File: src/rtl/aci_regs.svh
// register offsets, config fields, reset values and timing counts of the converter interface
`ifndef ACI_REGS_SVH
`define ACI_REGS_SVH

`define ACI_ADDR_CFG 8'h00
`define ACI_ADDR_STAT 8'h04
`define ACI_ADDR_RES 8'h08

`define ACI_CFG_RESET 8'hf0
`define ACI_CFG_CHEN_HI 7
`define ACI_CFG_CHEN_LO 4
`define ACI_CFG_FILT_BIT 2

`define ACI_HS_CODE 5'h01

`define ACI_RESP_OKAY 2'h0
`define ACI_RESP_SLVERR 2'h2

`define ACI_CLK_NS 100
`define ACI_ACQ_NS 600
`define ACI_CONV_NS 1000
`define ACI_ACQ_CYC ((`ACI_ACQ_NS + `ACI_CLK_NS - 1) / `ACI_CLK_NS)
`define ACI_CONV_CYC ((`ACI_CONV_NS + `ACI_CLK_NS - 1) / `ACI_CLK_NS)
`define ACI_BLANK_CYC 2'h2

`endif

File: src/rtl/aci_pkg.sv
// types of the converter command interface
package aci_pkg;

  typedef enum logic [2:0] {
    LK_IDLE = 3'h0,
    LK_ADDR = 3'h1,
    LK_ADR_ACK = 3'h3,
    LK_RD_BYTE = 3'h2,
    LK_RD_ACK = 3'h6,
    LK_WR_BYTE = 3'h7,
    LK_WR_ACK = 3'h5,
    LK_SKIP = 3'h4
  } aci_link_t;

  typedef enum logic [1:0] {
    CV_OFF = 2'h0,
    CV_ACQ = 2'h1,
    CV_RUN = 2'h3
  } aci_conv_t;

  typedef struct packed {
    logic scl_s1;
    logic scl_s2;
    logic sda_s1;
    logic sda_s2;
    logic scl_f;
    logic sda_f;
    logic [1:0] scl_bk;
    logic [1:0] sda_bk;
    aci_link_t st;
    logic [3:0] bitcnt;
    logic [7:0] shreg;
    logic rw;
    logic byte_sel;
    logic wr_done;
    logic sda_oe;
    logic hs_mode;
    logic full_sd;
    logic [15:0] tx;
    logic [3:0] ptr;
    logic [7:0] cfg;
    aci_conv_t cv;
    logic [3:0] cnt;
    logic sample;
    logic [1:0] chan;
    logic [15:0] result;
    logic aw_got;
    logic w_got;
    logic [7:0] awaddr;
    logic [7:0] wdata;
    logic wstb0;
    logic bvalid;
    logic [1:0] bresp;
    logic rvalid;
    logic [31:0] rdata;
    logic [1:0] rresp;
  } aci_state_t;

endpackage

File: src/rtl/aci_top.sv
// two-wire command interface of a four-channel converter, with an axi4-lite register port
`timescale 1ns/10ps
`default_nettype none
`include "aci_regs.svh"

//////////////////////////////////////////////////////////////////////////////////////////
// Behaviour
// - after start, shift in address and direction
// - acknowledge own address, else stay idle
// - direction 0 writes, 1 reads
// - nine clocks per byte, receiver acknowledges
// - data changes only while clock low
// - power-up: full shutdown, all channels enabled
// - write carries exactly one configuration byte
// - each result is two bytes
// - results continue while master keeps reading
// - two zeros, channel tag, trailing zeros
// - ninth rise starts power-up, then convert
// - ack of second byte starts next conversion
// - nack of second byte stops converting
// - further conversions take next enabled channel
// - stop gives full shutdown
// - high-speed master code is never acknowledged
// - repeated start then address, acknowledged
// - high-speed mode lasts until stop
// - enabled channels converted lowest first, ascending
// - conversion about 1 us, then shutdown
// - config bit two bypasses line filters
module aci_top #(
  parameter logic [6:0] SLAVE_ADDR = 7'h28,
  parameter int RES_BITS = 12
) (
  // clock and reset
  input wire logic aclk,
  input wire logic aresetn,
  // axi4-lite write address and data
  input wire logic s_axi_awvalid,
  output logic s_axi_awready,
  input wire logic [7:0] s_axi_awaddr,
  input wire logic s_axi_wvalid,
  output logic s_axi_wready,
  input wire logic [31:0] s_axi_wdata,
  input wire logic [3:0] s_axi_wstrb,
  // axi4-lite write response
  output logic s_axi_bvalid,
  input wire logic s_axi_bready,
  output logic [1:0] s_axi_bresp,
  // axi4-lite read
  input wire logic s_axi_arvalid,
  output logic s_axi_arready,
  input wire logic [7:0] s_axi_araddr,
  output logic s_axi_rvalid,
  input wire logic s_axi_rready,
  output logic [31:0] s_axi_rdata,
  output logic [1:0] s_axi_rresp,
  // two-wire link
  input wire logic scl_i,
  input wire logic sda_i,
  output logic sda_o,
  output logic sda_oe,
  // converter core
  output logic adc_power_on,
  output logic adc_sample,
  output logic [1:0] adc_channel,
  input wire logic [11:0] adc_result,
  // power and mode state
  output logic full_shutdown,
  output logic hs_mode
);

  localparam int ACQ_C = `ACI_ACQ_CYC;
  localparam int CONV_C = `ACI_CONV_CYC;
  localparam logic [3:0] ACQ_LD = 4'(ACQ_C - 1);
  localparam logic [3:0] CONV_LD = 4'(CONV_C - 1);
  // narrower variants return the low result bits as zeros
  localparam logic [11:0] RES_MASK = 12'hfff << (12 - RES_BITS);

  aci_pkg::aci_state_t s;
  aci_pkg::aci_state_t n;
  logic byp;
  logic scl_rise;
  logic scl_fall;
  logic sda_rise;
  logic sda_fall;
  logic start_c;
  logic stop_c;
  logic conv_start;
  logic rd_ack_rise;
  logic wr_store;

  // lowest enabled channel above cur, wrapping; cur of 3 yields the lowest overall
  function automatic logic [1:0] next_chan(input logic [3:0] en, input logic [1:0] cur);
    logic [1:0] r;
    logic [1:0] c;
    logic found;
    r = 2'h0;
    found = 1'b0;
    for (int i = 1; i <= 4; i++) begin
      c = cur + 2'(i);
      if (en[c] && !found) begin
        r = c;
        found = 1'b1;
      end
    end
    return r;
  endfunction

  //////////////////////////////////////////////////////////////////////////////////////////
  // next-state logic

  always_comb begin
    n = s;
    conv_start = 1'b0;
    rd_ack_rise = 1'b0;
    wr_store = 1'b0;
    byp = s.cfg[`ACI_CFG_FILT_BIT];
    // pin synchronisers
    n.scl_s1 = scl_i;
    n.scl_s2 = s.scl_s1;
    n.sda_s1 = sda_i;
    n.sda_s2 = s.sda_s1;
    // filter: after an accepted change, further changes are blanked for a while;
    // no added latency, but a lone spike on a quiet line still passes
    if (byp || s.scl_bk == 2'h0) begin
      n.scl_f = s.scl_s2;
      n.scl_bk = (!byp && s.scl_s2 != s.scl_f) ? `ACI_BLANK_CYC : 2'h0;
    end else begin
      n.scl_bk = s.scl_bk - 2'h1;
    end
    if (byp || s.sda_bk == 2'h0) begin
      n.sda_f = s.sda_s2;
      n.sda_bk = (!byp && s.sda_s2 != s.sda_f) ? `ACI_BLANK_CYC : 2'h0;
    end else begin
      n.sda_bk = s.sda_bk - 2'h1;
    end
    scl_rise = n.scl_f && !s.scl_f;
    scl_fall = !n.scl_f && s.scl_f;
    sda_rise = n.sda_f && !s.sda_f;
    sda_fall = !n.sda_f && s.sda_f;
    // data edges while clock stays high are start and stop
    start_c = s.scl_f && n.scl_f && sda_fall;
    stop_c = s.scl_f && n.scl_f && sda_rise;

    // axi4-lite slave
    n.sample = 1'b0;
    if (s_axi_awvalid && s_axi_awready) begin
      n.aw_got = 1'b1;
      n.awaddr = s_axi_awaddr;
    end
    if (s_axi_wvalid && s_axi_wready) begin
      n.w_got = 1'b1;
      n.wdata = s_axi_wdata[7:0];
      n.wstb0 = s_axi_wstrb[0];
    end
    if (s.bvalid && s_axi_bready) begin
      n.bvalid = 1'b0;
    end
    if (n.aw_got && n.w_got && !s.bvalid) begin
      n.aw_got = 1'b0;
      n.w_got = 1'b0;
      n.bvalid = 1'b1;
      n.bresp = `ACI_RESP_OKAY;
      if (n.awaddr == `ACI_ADDR_CFG) begin
        if (n.wstb0) begin
          n.cfg = n.wdata;
        end
      end else if (n.awaddr != `ACI_ADDR_STAT && n.awaddr != `ACI_ADDR_RES) begin
        n.bresp = `ACI_RESP_SLVERR;
      end
    end
    if (s.rvalid && s_axi_rready) begin
      n.rvalid = 1'b0;
    end
    if (s_axi_arvalid && s_axi_arready) begin
      n.rvalid = 1'b1;
      n.rresp = `ACI_RESP_OKAY;
      case (s_axi_araddr)
        `ACI_ADDR_CFG: n.rdata = {24'h0, s.cfg};
        `ACI_ADDR_STAT: n.rdata = {24'h0, s.hs_mode, s.full_sd, s.cv != aci_pkg::CV_OFF,
          s.chan, s.st};
        `ACI_ADDR_RES: n.rdata = {16'h0, s.result};
        default: begin
          n.rdata = 32'h0;
          n.rresp = `ACI_RESP_SLVERR;
        end
      endcase
    end

    // link state machine
    if (stop_c) begin
      n.st = aci_pkg::LK_IDLE;
      n.sda_oe = 1'b0;
      n.full_sd = 1'b1;
      n.hs_mode = 1'b0;
    end else if (start_c) begin
      // also a repeated start, e.g. after the high-speed code
      n.st = aci_pkg::LK_ADDR;
      n.sda_oe = 1'b0;
      n.bitcnt = 4'h0;
    end else begin
      case (s.st)
        aci_pkg::LK_ADDR: begin
          if (scl_rise) begin
            n.shreg = {s.shreg[6:0], n.sda_f};
            n.bitcnt = s.bitcnt + 4'h1;
          end else if (scl_fall && s.bitcnt == 4'h8) begin
            n.bitcnt = 4'h0;
            if (s.shreg[7:1] == SLAVE_ADDR) begin
              n.st = aci_pkg::LK_ADR_ACK;
              n.sda_oe = 1'b1;
              n.rw = s.shreg[0];
              n.full_sd = 1'b0;
            end else if (s.shreg[7:3] == `ACI_HS_CODE) begin
              n.st = aci_pkg::LK_SKIP;
              n.hs_mode = 1'b1;
            end else begin
              n.st = aci_pkg::LK_SKIP;
            end
          end
        end
        aci_pkg::LK_ADR_ACK: begin
          if (scl_rise) begin
            n.bitcnt = 4'h9;
            if (s.rw) begin
              conv_start = 1'b1;
              n.chan = next_chan(s.cfg[7:4], 2'h3);
              // framed now, so the result merged at conversion end is kept
              n.tx = {2'h0, n.chan, 12'h0};
              n.byte_sel = 1'b0;
            end
          end else if (scl_fall && s.bitcnt == 4'h9) begin
            n.bitcnt = 4'h0;
            if (s.rw) begin
              n.st = aci_pkg::LK_RD_BYTE;
              n.sda_oe = 1'b1;
              n.ptr = 4'h1;
            end else begin
              n.st = aci_pkg::LK_WR_BYTE;
              n.sda_oe = 1'b0;
              n.wr_done = 1'b0;
            end
          end
        end
        aci_pkg::LK_RD_BYTE: begin
          if (scl_rise) begin
            n.bitcnt = s.bitcnt + 4'h1;
          end else if (scl_fall) begin
            if (s.bitcnt == 4'h8) begin
              n.st = aci_pkg::LK_RD_ACK;
              n.sda_oe = 1'b0;
              n.bitcnt = 4'h0;
            end else begin
              // open drain: a one is sent by releasing the line
              n.sda_oe = !s.tx[~s.ptr];
              n.ptr = s.ptr + 4'h1;
            end
          end
        end
        aci_pkg::LK_RD_ACK: begin
          if (scl_rise && s.bitcnt != 4'h9) begin
            rd_ack_rise = 1'b1;
            if (n.sda_f) begin
              n.st = aci_pkg::LK_IDLE;
            end else begin
              n.bitcnt = 4'h9;
              n.byte_sel = !s.byte_sel;
              if (s.byte_sel) begin
                conv_start = 1'b1;
                n.chan = next_chan(s.cfg[7:4], s.chan);
                n.tx = {2'h0, n.chan, 12'h0};
              end
            end
          end else if (scl_fall && s.bitcnt == 4'h9) begin
            n.st = aci_pkg::LK_RD_BYTE;
            n.bitcnt = 4'h0;
            if (!s.byte_sel) begin
              n.sda_oe = 1'b1;
              n.ptr = 4'h1;
            end else begin
              n.sda_oe = !s.tx[~s.ptr];
              n.ptr = s.ptr + 4'h1;
            end
          end
        end
        aci_pkg::LK_WR_BYTE: begin
          if (scl_rise) begin
            n.shreg = {s.shreg[6:0], n.sda_f};
            n.bitcnt = s.bitcnt + 4'h1;
          end else if (scl_fall && s.bitcnt == 4'h8) begin
            n.bitcnt = 4'h0;
            if (!s.wr_done) begin
              wr_store = 1'b1;
              n.cfg = s.shreg;
              n.wr_done = 1'b1;
              n.st = aci_pkg::LK_WR_ACK;
              n.sda_oe = 1'b1;
            end else begin
              // only one byte fits the configuration; later bytes are not acknowledged
              n.st = aci_pkg::LK_SKIP;
            end
          end
        end
        aci_pkg::LK_WR_ACK: begin
          if (scl_rise) begin
            n.bitcnt = 4'h9;
          end else if (scl_fall && s.bitcnt == 4'h9) begin
            n.st = aci_pkg::LK_WR_BYTE;
            n.sda_oe = 1'b0;
            n.bitcnt = 4'h0;
          end
        end
        aci_pkg::LK_SKIP: n.sda_oe = 1'b0;
        aci_pkg::LK_IDLE: n.sda_oe = 1'b0;
        default: begin
          n.st = aci_pkg::LK_IDLE;
          n.sda_oe = 1'b0;
        end
      endcase
    end

    // conversion sequencer; a new start restarts a conversion under way
    if (conv_start) begin
      n.cv = aci_pkg::CV_ACQ;
      n.cnt = ACQ_LD;
    end else begin
      case (s.cv)
        aci_pkg::CV_ACQ: begin
          if (s.cnt == 4'h0) begin
            n.cv = aci_pkg::CV_RUN;
            n.sample = 1'b1;
            n.cnt = CONV_LD;
          end else begin
            n.cnt = s.cnt - 4'h1;
          end
        end
        aci_pkg::CV_RUN: begin
          if (s.cnt == 4'h0) begin
            n.cv = aci_pkg::CV_OFF;
            // with no channel enabled the frame still goes out, carrying channel 0 and its result
            n.tx[11:0] = adc_result & RES_MASK;
            n.result = {2'h0, s.chan, adc_result & RES_MASK};
          end else begin
            n.cnt = s.cnt - 4'h1;
          end
        end
        aci_pkg::CV_OFF: n.cnt = 4'h0;
        default: n.cv = aci_pkg::CV_OFF;
      endcase
    end
  end

  //////////////////////////////////////////////////////////////////////////////////////////
  // state register

  always_ff @(posedge aclk) begin
    if (!aresetn) begin
      s <= '{scl_s1: 1'b1, scl_s2: 1'b1, sda_s1: 1'b1, sda_s2: 1'b1, scl_f: 1'b1,
        sda_f: 1'b1, st: aci_pkg::LK_IDLE, cv: aci_pkg::CV_OFF, full_sd: 1'b1,
        cfg: `ACI_CFG_RESET, default: '0};
    end else begin
      s <= n;
    end
  end

  //////////////////////////////////////////////////////////////////////////////////////////
  // outputs

  assign s_axi_awready = !s.aw_got && !s.bvalid;
  assign s_axi_wready = !s.w_got && !s.bvalid;
  assign s_axi_bvalid = s.bvalid;
  assign s_axi_bresp = s.bresp;
  assign s_axi_arready = !s.rvalid;
  assign s_axi_rvalid = s.rvalid;
  assign s_axi_rdata = s.rdata;
  assign s_axi_rresp = s.rresp;
  assign sda_o = 1'b0;
  assign sda_oe = s.sda_oe;
  assign adc_power_on = s.cv != aci_pkg::CV_OFF;
  assign adc_sample = s.sample;
  assign adc_channel = s.chan;
  assign full_shutdown = s.full_sd;
  assign hs_mode = s.hs_mode;
endmodule
`default_nettype wire

File: config.mk
export PLATFORM = sky130hd
export DESIGN_NAME = aci_top
export DESIGN_NICKNAME = d
export VERILOG_FILES = /design/src/rtl/aci_pkg.sv /design/src/rtl/aci_top.sv
export VERILOG_INCLUDE_DIRS = /design/src /design/src/rtl
export SDC_FILE = /design/constraint.sdc
export NUM_CORES = 1
export LEC_CHECK = 0
export ABC_AREA = 1
export BUFFER_PORTS_ARGS = -buffer_cell sky130_fd_sc_hd__buf_2
export CORE_UTILIZATION = 45
export CTS_BUF_LIST = sky130_fd_sc_hd__clkbuf_4 sky130_fd_sc_hd__clkbuf_8
export CTS_CLUSTER_DIAMETER = 50
export CTS_CLUSTER_SIZE = 25
export DETAILED_ROUTE_END_ITERATION = 6
export HOLD_SLACK_MARGIN = 0.08
export PLACE_DENSITY = 0.67
export SYNTH_ARGS = -nofsm -noshare
export SYNTH_HDL_FRONTEND = slang
export SYNTH_SLANG_ARGS = --single-unit
File: constraint.sdc
create_clock -name aclk -period 5.5 [get_ports aclk]
set_input_delay 0.55 -clock aclk [delete_from_list [all_inputs] [get_ports aclk]]
set_output_delay 0.55 -clock aclk [all_outputs]
set_load 0.01 [all_outputs]
==> results of run 1 <==
==> cells by family after synthesis <==
logic type,Yosys count
fa+ha+maj,14
other cells,1
simple gates,391
xor+xnor,6
mux,8
buf+inv,158
compound gates,176
flops,117
==> power groups by stage <==
stage | registers [W] | logic [W] | clock network (W)
finish | 0.000944 | 0.000354 | 0.000705
detailed placement | 0.000963 | 0.000352 | 0
floorplan | 0.000944 | 0.000300 | 0
global route | 0.000951 | 0.000411 | 0.000758
global placement | 0.000962 | 0.000350 | 0
CTS | 0.000944 | 0.000354 | 0.000721
==> synthesized netlist by cell type (2+ instances only) <==
cell | n | area (um^2)
xor2_1 | 4 | 35.03
clkbuf_1 | 15 | 56.30
nor2_4 | 4 | 45.04
nor3_1 | 11 | 55.05
or2_2 | 5 | 31.28
nand2_4 | 2 | 22.52
mux2i_1 | 8 | 80.08
nand2_1 | 190 | 713.2
a21oi_1 | 76 | 380.4
inv_2 | 18 | 67.56
nand4_1 | 14 | 87.58
a21oi_2 | 5 | 43.79
or2_1 | 4 | 25.02
o221ai_1 | 8 | 70.07
inv_1 | 73 | 274.0
dfxtp_1 | 117 | 2342
buf_6 | 2 | 22.52
a31oi_1 | 2 | 12.51
nor4_1 | 3 | 18.77
xnor2_1 | 2 | 17.52
buf_4 | 43 | 322.8
o21ai_1 | 27 | 135.1
nor2_2 | 4 | 25.02
nand3_1 | 50 | 250.2
nor2_1 | 99 | 371.6
ha_1 | 14 | 175.2
o21ai_0 | 44 | 220.2
o211ai_1 | 6 | 45.04
nand2_2 | 3 | 18.77
buf_2 | 5 | 25.02
==> flip-flops by register name, indices dropped and copies added (netlist names), 2 cells and up <==
register	count
adc_channel	2
n	2
s	90
s_axi_rdata	14
==> cell type report <==
type,instances,share of cell area [%]
multi-input cells,616,45.56
flip-flops and latches,117,35.07
repair buffers,75,5.695
inverters,92,5.170
clock buffers,17,3.503
well taps,176,3.297
clock inverters,14,1.705
==> routing by layer <==
metal  vias up  part of all wire (%)
met1      2491                    50
met3        31                   5.5
met5         -                     0
met2       155                    43
met4         0                   2.0
li1       2878                     -
==> through the flow <==
| stage | hold slack (ns) | cells | instance area, um^2 |
|---|---|---|---|
| after global placement | 0.3982 | 1076 | 6331 |
| after detailed placement | 0.4059 | 1076 | 6331 |
| after floorplan | 0.3925 | 891 | 6161 |
| after global routing | 0.2762 | 1107 | 6679 |
| after CTS | 0.2686 | 1107 | 6679 |
| final | 0.2924 | 1107 | 6679 |
==> critical path: cells and delay by family, from the launching register on <==
kind | cells | cell delay [ns]
compound gates | 3 | 0.31
simple gates | 6 | 1.19
buf+inv | 5 | 0.67
flops | 1 | 0.34
fa+ha+maj | 2 | 0.61
==> final timing paths <==
check / to / slack, ns / cells after the start
hold / removal: n[139] / 0.29 / 2
setup reg to reg: s[61] / 2.20 / 16
setup / recovery: s[61] / 2.20 / 16
hold reg to reg: s[137] / 0.42 / 1
==> flow_metrics.py, run 1 <==
metrics = {
    "timing": {
        "min_period_ns": 3.297,
        "period_share_pct": 59.94,
        "slew_headroom_pct": 48.01,
        "setup_violations": 0,
        "drv_slew": 0,
        "hold_violations": 0,
        "skew_ns": 0.008784,
        "worst_pin_slew_ns": 0.7798,
        "fmax_ghz": 0.3033,
        "rsz0062_at_grt": "false",
        "setup_ws_ns": 2.203,
        "fin_setup_tns_ns": 0,
    },
    "place": {
        "dp_slack_ns": 2.253,
        "gp_congestion": 0.9067,
        "dp_hpwl_um": 10160,
        "port_buffers": 73,
    },
    "global_routing": {
        "gr-usage-met3_pct": 5.019,
        "met1_usage_pct": 29.48,
        "gr-usage-met2_pct": 31.87,
        "antenna_found_initial": 0,
        "busiest_layer": "met2",
        "grt_usage_pct": 21.32,
        "grt_max_degree": 74,
        "grt_pass1_wl_um": 23970,
        "grt-ovfl-total": 0,
        "grt_pass1_vias": 5046,
    },
    "synth": {
        "muxShareOfSynthArea_pct": 1.316,
        "synth-compound-area-share_pct": 16.02,
        "synth_top_family_by_area": "simple AND/OR/NAND/NOR gates",
        "ys_async_sr_fraction_pct": 0,
        "synth_xor_area_share_pct": 0.8635,
        "ys_warn_count": 0,
        "synth_edf_count": 0,
        "synth_area_um2": 6086,
        "ys_seq_elements": 117,
        "synthAdderAreaFrac_pct": 2.878,
        "synth-simple-area-share_pct": 27.63,
        "avgSynthCellArea_um2": 6.987,
        "synthCells": 871,
        "synth_flop_cell": "dfxtp_1",
        "ys_seq_area_share_pct": 38.49,
        "synth.distinct_cells": 43,
    },
    "critical_path": {
        "required_ns": 5.79,
        "crit_path_start": "s[133]",
        "arrival_ns": 3.59,
        "path_class": "reg2reg",
        "path_max_fanout": 23,
        "r2r-start": "s[133]",
        "start_kind": "register",
        "max_stage_delay_ns": 0.41,
        "slowest_stage": "ha_1",
        "crit_chain": "inv_1, ha_1, nor2_1, o21ai_0, inv_1, ha_1, nand2_1, inv_2, nand3_1, nor2_1, o21bai_2, buf_4, nand2_2, inv_2, nand2_1, a21oi_1",
        "cp-end-kind": "register",
    },
    "power_and_ir_drop": {
        "switching_share_pct": 31.54,
        "switchingPower_w": 0.0006318,
        "cellLeakagePower_nw": 2.993,
        "irDropWorstVdd_mv": 0.2377,
        "comb_power_share_pct": 17.7,
        "p_seq_share_pct": 47.1,
        "p_total_w": 0.002003,
        "clkPwrFrac_pct": 35.2,
        "p_int_w": 0.001372,
        "cellPowerDensity_nw_per_um2": 299.9,
    },
    "drt": {
        "drc": 0,
        "first_iter_violations": 359,
        "dr.pass1.iters": 7,
        "drt-vias-per-instance": 5.018,
        "vias": 5555,
        "post_drt_wl_per_cell_um": 12.70,
        "drt_wl_total_um": 14060,
        "antenna_left": 0,
    },
    "layout": {
        "multi_input_area_um2": 3043,
        "antenna_cells": 0,
        "drive_above_1_share_pct": 16.22,
        "final_common_cell": "nand2_1",
        "nFillCells": 1357,
        "fin_util_pct": 50.64,
        "final_nets": 1006,
        "mostFrequentLayoutCells": "nand2_1, dfxtp_1, nor2_1",
        "syn2layout_area_growth_pct": 9.745,
        "ff_latch_area_um2": 2342,
    },
    "cts": {
        "cts_resized": 0,
        "post-cts-setup-buffers": 0,
        "cts_buffer_depth": 2,
        "cts-buffers-inserted": 17,
        "cts_root_buf": "clkbuf_8",
        "cts_tree": "built",
        "insertion_delay_ns": 0.44,
        "clk_pin_slew_ns": 0.07,
        "cts.sinks": 117,
        "htree_levels": 4,
        "cts_hold_buf": 0,
    },
    "floorplanning": {
        "fp-row-count": 42,
        "die_y_um": 118.3,
        "start_util_pct": 46.14,
        "fp.dieArea_um2": 13990,
        "die_x_um": 118.3,
        "core_um2": 13190,
        "io_pins": 122,
    },
    "flow_run": {
        "cap_violations": 0,
    },
    "hold_path": {
        "worstHoldStart": "scl_i",
        "hp-class": "in2reg",
    },
    "run_status": {
        "outcome": "finished clean",
    },
}
Note: power is estimated with default switching activity, not from simulation.
==> run 2, diff against run 1 <==
- PLACE_DENSITY: 0.67 -> 0.7
- clock period: 5.5 -> 2.8 ns (I/O delays scaled with it)
==> run 2 against run 1 <==
Compared with the run above: sequential cell count unchanged; non-clock buffer count up 13; register-to-register slack worse by 2.0 ns; global-route usage down 0.055 points; hold slack worse by 0.20 ns; cell count up 1.3%; critical endpoint is now s[70].
==> flow_metrics.py, run 2 (synthesis gave the netlist of run 1 again) <==
metrics = {
    "layout": {
        "syn2layout_area_growth_pct": 12.97,
        "final_common_cell": "nand2_1",
        "mostFrequentLayoutCells": "nand2_1, dfxtp_1, nor2_1",
        "antenna_cells": 0,
        "drive_above_1_share_pct": 17.99,
        "regMostFlops": "s",
        "final_area_um2": 6875,
        "nFillCells": 1355,
        "largest_register_ff_count": 90,
        "multi_input_area_um2": 3074,
        "final_nets": 1019,
        "ff_latch_area_um2": 2342,
    },
    "critical_path": {
        "cp-end-kind": "register",
        "path_max_fanout": 9,
        "slowest_stage": "dfxtp_1",
        "worst-path-buf-inv": 5,
        "arrival_ns": 2.89,
        "start_kind": "register",
        "max_stage_delay_ns": 0.33,
        "crit_chain": "inv_1, ha_1, nor2_2, nand2_1, o21ai_2, inv_1, ha_1, buf_4, inv_2, nor2_1, o21bai_2, nand2_2, buf_4, o21ai_0, nor2_1",
        "required_ns": 3.13,
        "crit_family": "buffers and inverters",
        "path_class": "reg2reg",
    },
    "timing": {
        "skew_ns": 0.007932,
        "worst_pin_slew_ns": 0.6060,
        "rsz0062_at_grt": "false",
        "fin_setup_tns_ns": 0,
        "fmax_ghz": 0.3903,
        "hold_violations": 0,
        "setup_violations": 0,
        "slew_headroom_pct": 59.60,
        "drv_slew": 0,
        "min_period_ns": 2.562,
        "period_share_pct": 91.50,
    },
    "drt": {
        "drt-vias-per-instance": 4.979,
        "post_drt_wl_per_cell_um": 12.46,
        "antenna_left": 0,
        "first_iter_violations": 355,
        "dr.pass1.iters": 5,
        "drt_wl_total_um": 13970,
        "vias": 5582,
        "drc": 0,
    },
    "floorplanning": {
        "die_x_um": 118.3,
        "core_um2": 13190,
        "start_util_pct": 46.14,
        "io_pins": 122,
        "die_y_um": 118.3,
        "fp.dieArea_um2": 13990,
        "fp-row-count": 42,
    },
    "global_routing": {
        "grt_pass1_wl_um": 23970,
        "grt-ovfl-total": 0,
        "grt_usage_pct": 21.27,
        "grt_max_degree": 47,
        "antenna_found_initial": 0,
        "grt_pass1_vias": 5183,
    },
    "cts": {
        "cts_root_buf": "clkbuf_8",
        "cts_buffer_depth": 2,
        "cts.sinks": 117,
        "cts_tree": "built",
        "cts-buffers-inserted": 17,
        "insertion_delay_ns": 0.44,
        "clk_pin_slew_ns": 0.07,
        "htree_levels": 4,
    },
    "power_and_ir_drop": {
        "switchingPower_w": 0.001220,
        "cellPowerDensity_nw_per_um2": 606.4,
        "cellLeakagePower_nw": 3.105,
        "comb_power_share_pct": 17.5,
        "clkPwrFrac_pct": 37.9,
        "irDropWorstVdd_mv": 0.3892,
        "switching_share_pct": 29.25,
        "p_total_w": 0.004169,
        "p_seq_share_pct": 44.5,
        "p_int_w": 0.002949,
    },
    "hold_path": {
        "hp-class": "in2reg",
    },
    "place": {
        "dpl_cell_area_um2": 6399,
        "port_buffers": 73,
        "dp_hpwl_um": 10280,
        "gp_congestion": 0.9280,
    },
    "flow_run": {
        "cap_violations": 0,
    },
    "run_status": {
        "outcome": "finished clean",
    },
}
[run 2: cell types whose count changed in the layout (fill, tap and decap cells not counted), moves of 2 or more]
cell / change
buf_4: +10
clkbuf_4: +3
clkinvlp_4: -5
nor2_2: +2
dlygate4sd3_1: +3
inv_2: -2
o21ai_0: -2
nor2_1: -3
bufinv_16: +2
inv_4: +2
[run 2: stage by stage]
step	hold WS [ns]	util, %	instances	worst slack (ns)
detailed placement	0.4037	48.51	1085	0.1906
finish	0.09554	52.12	1121	0.2379
CTS	0.08027	51.79	1120	0.1645
floorplan	0.3866	-	891	0.4500
global placement	0.3949	48.51	1085	0.2113
global route	0.09874	52.12	1121	0.008406
[run 2: final cells by class]
type	count	area share [%]
flip-flops and latches	117	34.07
multi-input cells	616	44.71
well taps	176	3.203
repair buffers	88	7.061
clock buffers	21	3.931
clock inverters	11	1.929
inverters	92	5.096
[run 2: worst register-to-register path, stage by stage, from the launching register on]
cell and delay (ns):
dfxtp_1 0.33, inv_1 0.04, ha_1 0.21, nor2_2 0.17
nand2_1 0.08, o21ai_2 0.09, inv_1 0.08, ha_1 0.25
buf_4 0.17, inv_2 0.14, nor2_1 0.08, o21bai_2 0.22
nand2_2 0.12, buf_4 0.18, o21ai_0 0.23, nor2_1 0.06
[run 2: what timing repair did]
item | CTS | global route
hold buffers | 3 | 0
endpoints found under the hold margin | 3 | 0
buffers inserted | 0 | 1
resized for setup | 0 | 13
setup endpoints to repair | 0 | 53
[run 2: layer usage]
metal  track usage, %  part of all wire [%]  vias up
met1            28.07                    49     2496
met4            8.494                   2.0        0
met5                0                     0        -
met3            5.164                   5.5       22
li1                 -                     -     2912
met2            33.24                    44      152
[run 2: power by group through the flow]
stage | clock [W] | sequential [W] | combinational [W]
after floorplan | 0 | 0.00185 | 0.000590
after global placement | 0 | 0.00189 | 0.000691
after detailed placement | 0 | 0.00189 | 0.000699
after CTS | 0.00161 | 0.00186 | 0.000706
after global routing | 0.00168 | 0.00187 | 0.000846
final | 0.00158 | 0.00186 | 0.000732
[run 2: final timing paths]
kind	cells after the start	slack [ns]	to	startpoint
worst max-delay path	15	0.24	s[70]	s[133]
worst min-delay path	3	0.1	s[52]	s_axi_awaddr[5]
worst max register to register	15	0.24	s[70]	s[133]
worst min register to register	1	0.41	s[139]	n[139]
==> run 3, diff against run 2 <==
- clock period: 2.8 -> 2.1 ns (I/O delays scaled with it)
==> run 3 against run 2 <==
Compared with the run above: the flow now finishes with violations (negative setup slack); critical path type unchanged; global-route usage up 2.2 points; register-to-register slack worse by 0.36 ns; routed wire length up 14%; sequential cell count unchanged; fmax up 15%; total power up 44%; non-clock buffer count up 73; cell count up 6.4%; sequential share of layout area down 4.3 points; worst setup slack worse by 0.36 ns; critical path depth up 2.
==> flow_metrics.py, run 3 (synthesis gave the netlist of run 1 again) <==
metrics = {
    "layout": {
        "stdcell_count": 1193,
        "final_common_cell": "nand2_1",
        "antenna_cells": 0,
        "final_area_um2": 7869,
        "fin_util_pct": 59.66,
        "syn2layout_area_growth_pct": 29.30,
        "regMostFlops": "s",
        "drive_above_1_share_pct": 25.66,
        "nFillCells": 1183,
        "mostFrequentLayoutCells": "nand2_1, dfxtp_1, nor2_1",
        "final_nets": 1092,
        "largest_register_ff_count": 90,
    },
    "power_and_ir_drop": {
        "cellPowerDensity_nw_per_um2": 764.5,
        "irDropWorstVdd_mv": 0.6113,
        "cellLeakagePower_nw": 3.495,
    },
    "drt": {
        "first_iter_violations": 335,
        "dr.pass1.iters": 5,
        "post_drt_wl_per_cell_um": 13.31,
        "drt-vias-per-instance": 5.006,
        "drc": 0,
        "drt_wl_total_um": 15880,
        "vias": 5972,
        "antenna_left": 0,
    },
    "cts": {
        "cts_root_buf": "clkbuf_8",
        "insertion_delay_ns": 0.44,
        "htree_levels": 4,
        "cts.sinks": 117,
        "cts-buffers-inserted": 17,
        "cts_buffer_depth": 2,
        "clk_pin_slew_ns": 0.07,
        "cts_tree": "built",
    },
    "critical_path": {
        "cp-end-kind": "register",
        "r2r_setup_slack_ns": -0.12,
        "r2r_cells": 17,
        "arrival_ns": 2.56,
        "crit_path_start": "s[133]",
        "path_class": "reg2reg",
        "r2r-start": "s[133]",
        "worstReg2RegEnd": "s[70]",
        "path_max_fanout": 14,
        "required_ns": 2.43,
        "start_kind": "register",
        "worstSetupEndpoint": "s[70]",
    },
    "timing": {
        "slew_headroom_pct": 60.45,
        "min_period_ns": 2.223,
        "hold_violations": 0,
        "rsz0062_at_grt": "true",
        "skew_ns": 0.01928,
        "fmax_ghz": 0.4498,
        "period_share_pct": 105.9,
        "worst_pin_slew_ns": 0.5925,
        "setup_violations": 42,
        "setup_ws_ns": -0.1233,
        "drv_slew": 0,
    },
    "floorplanning": {
        "core_um2": 13190,
        "fp.dieArea_um2": 13990,
        "die_x_um": 118.3,
        "die_y_um": 118.3,
        "start_util_pct": 46.14,
        "fp-row-count": 42,
        "io_pins": 122,
    },
    "hold_path": {
        "hp-class": "in2reg",
    },
    "run_status": {
        "outcome": "finished, violations left",
        "violations": "negative setup slack",
    },
    "place": {
        "dp_cells": 1119,
        "dp_hpwl_um": 11190,
        "gp_congestion": 0.9185,
        "dp_slack_ns": -0.1459,
        "port_buffers": 73,
        "dpl_cell_area_um2": 6706,
    },
    "global_routing": {
        "antenna_found_initial": 0,
        "grt_usage_pct": 23.44,
        "grt_pass1_wl_um": 26070,
        "grt_max_degree": 43,
        "grt-ovfl-total": 0,
        "grt_pass1_vias": 5556,
    },
    "flow_run": {
        "cap_violations": 0,
    },
}
run 3: what timing repair did:
action / in CTS / in global routing
pin swaps: 9 / 32
setup endpoints to repair: 44 / 67
setup buffers: 5 / 7
resized for setup: 16 / 62
gates cloned: 0 / 2
hold buffers: 31 / 0
hold endpoints to repair: 43 / 0
run 3: stage by stage:
stage / setup TNS [ns] / total power, W / hold slack [ns]
after floorplan: 0 / 0.003294 / 0.3166
after global placement: -1.560 / 0.003595 / 0.3973
after detailed placement: -3.995 / 0.003607 / 0.3996
after CTS: -0.05746 / 0.005932 / 0.08877
after global routing: -11.69 / 0.006335 / 0.1221
final: -2.888 / 0.006016 / 0.1191
run 3: final cells by class:
type | count | area, um^2 | share of cell area, %
Clock inverter | 13 | 181.4 | 2.306
Timing Repair Buffer | 161 | 1169 | 14.85
Multi-Input combinational cell | 616 | 3352 | 42.60
Sequential cell | 117 | 2344 | 29.78
Clock buffer | 18 | 247.7 | 3.148
Inverter | 92 | 355.3 | 4.516
Tap cell | 176 | 220.2 | 2.799
run 3: worst max-delay path, cell delays in order, from the launching register on:
cell,delay [ns]
dfxtp_2,0.33
inv_2,0.04
ha_4,0.15
nor2_4,0.17
nand2_2,0.10
o21ai_4,0.09
inv_2,0.08
ha_2,0.18
inv_1,0.07
nor2_2,0.05
nand2_2,0.12
o21ai_2,0.06
o21bai_4,0.21
nand2_4,0.16
inv_8,0.07
buf_4,0.13
nor2_1,0.07
nor2_1,0.05
run 3: worst min-delay path by stage:
stage / slack (ns) / cells after the start / from / to
after global routing: 0.12 / 5 / s_axi_wstrb[0] / s[38]
after global placement: 0.40 / 2 / sda_i / n[137]
after detailed placement: 0.40 / 2 / sda_i / n[137]
final: 0.12 / 5 / s_axi_wstrb[0] / s[38]
after floorplan: 0.32 / 1 / sda_i / n[137]
after CTS: 0.09 / 5 / s_axi_wstrb[0] / s[38]
run 3: metal layers:
layer | GRT usage, % | share of wire (%)
met1 | 30.18 | 46
met2 | 37.76 | 46
met3 | 5.502 | 5.2
met5 | 0 | 0
met4 | 9.295 | 2.5
run 3: report_power, final:
| group | switching, W | leakage, nW | internal (W) |
|---|---|---|---|
| sequential | 0.0000993 | 0.951 | 0.00235 |
| combinational | 0.000748 | 2.33 | 0.000571 |
| clock | 0.000930 | 0.215 | 0.00131 |
| total | 0.00178 | 3.49 | 0.00424 |
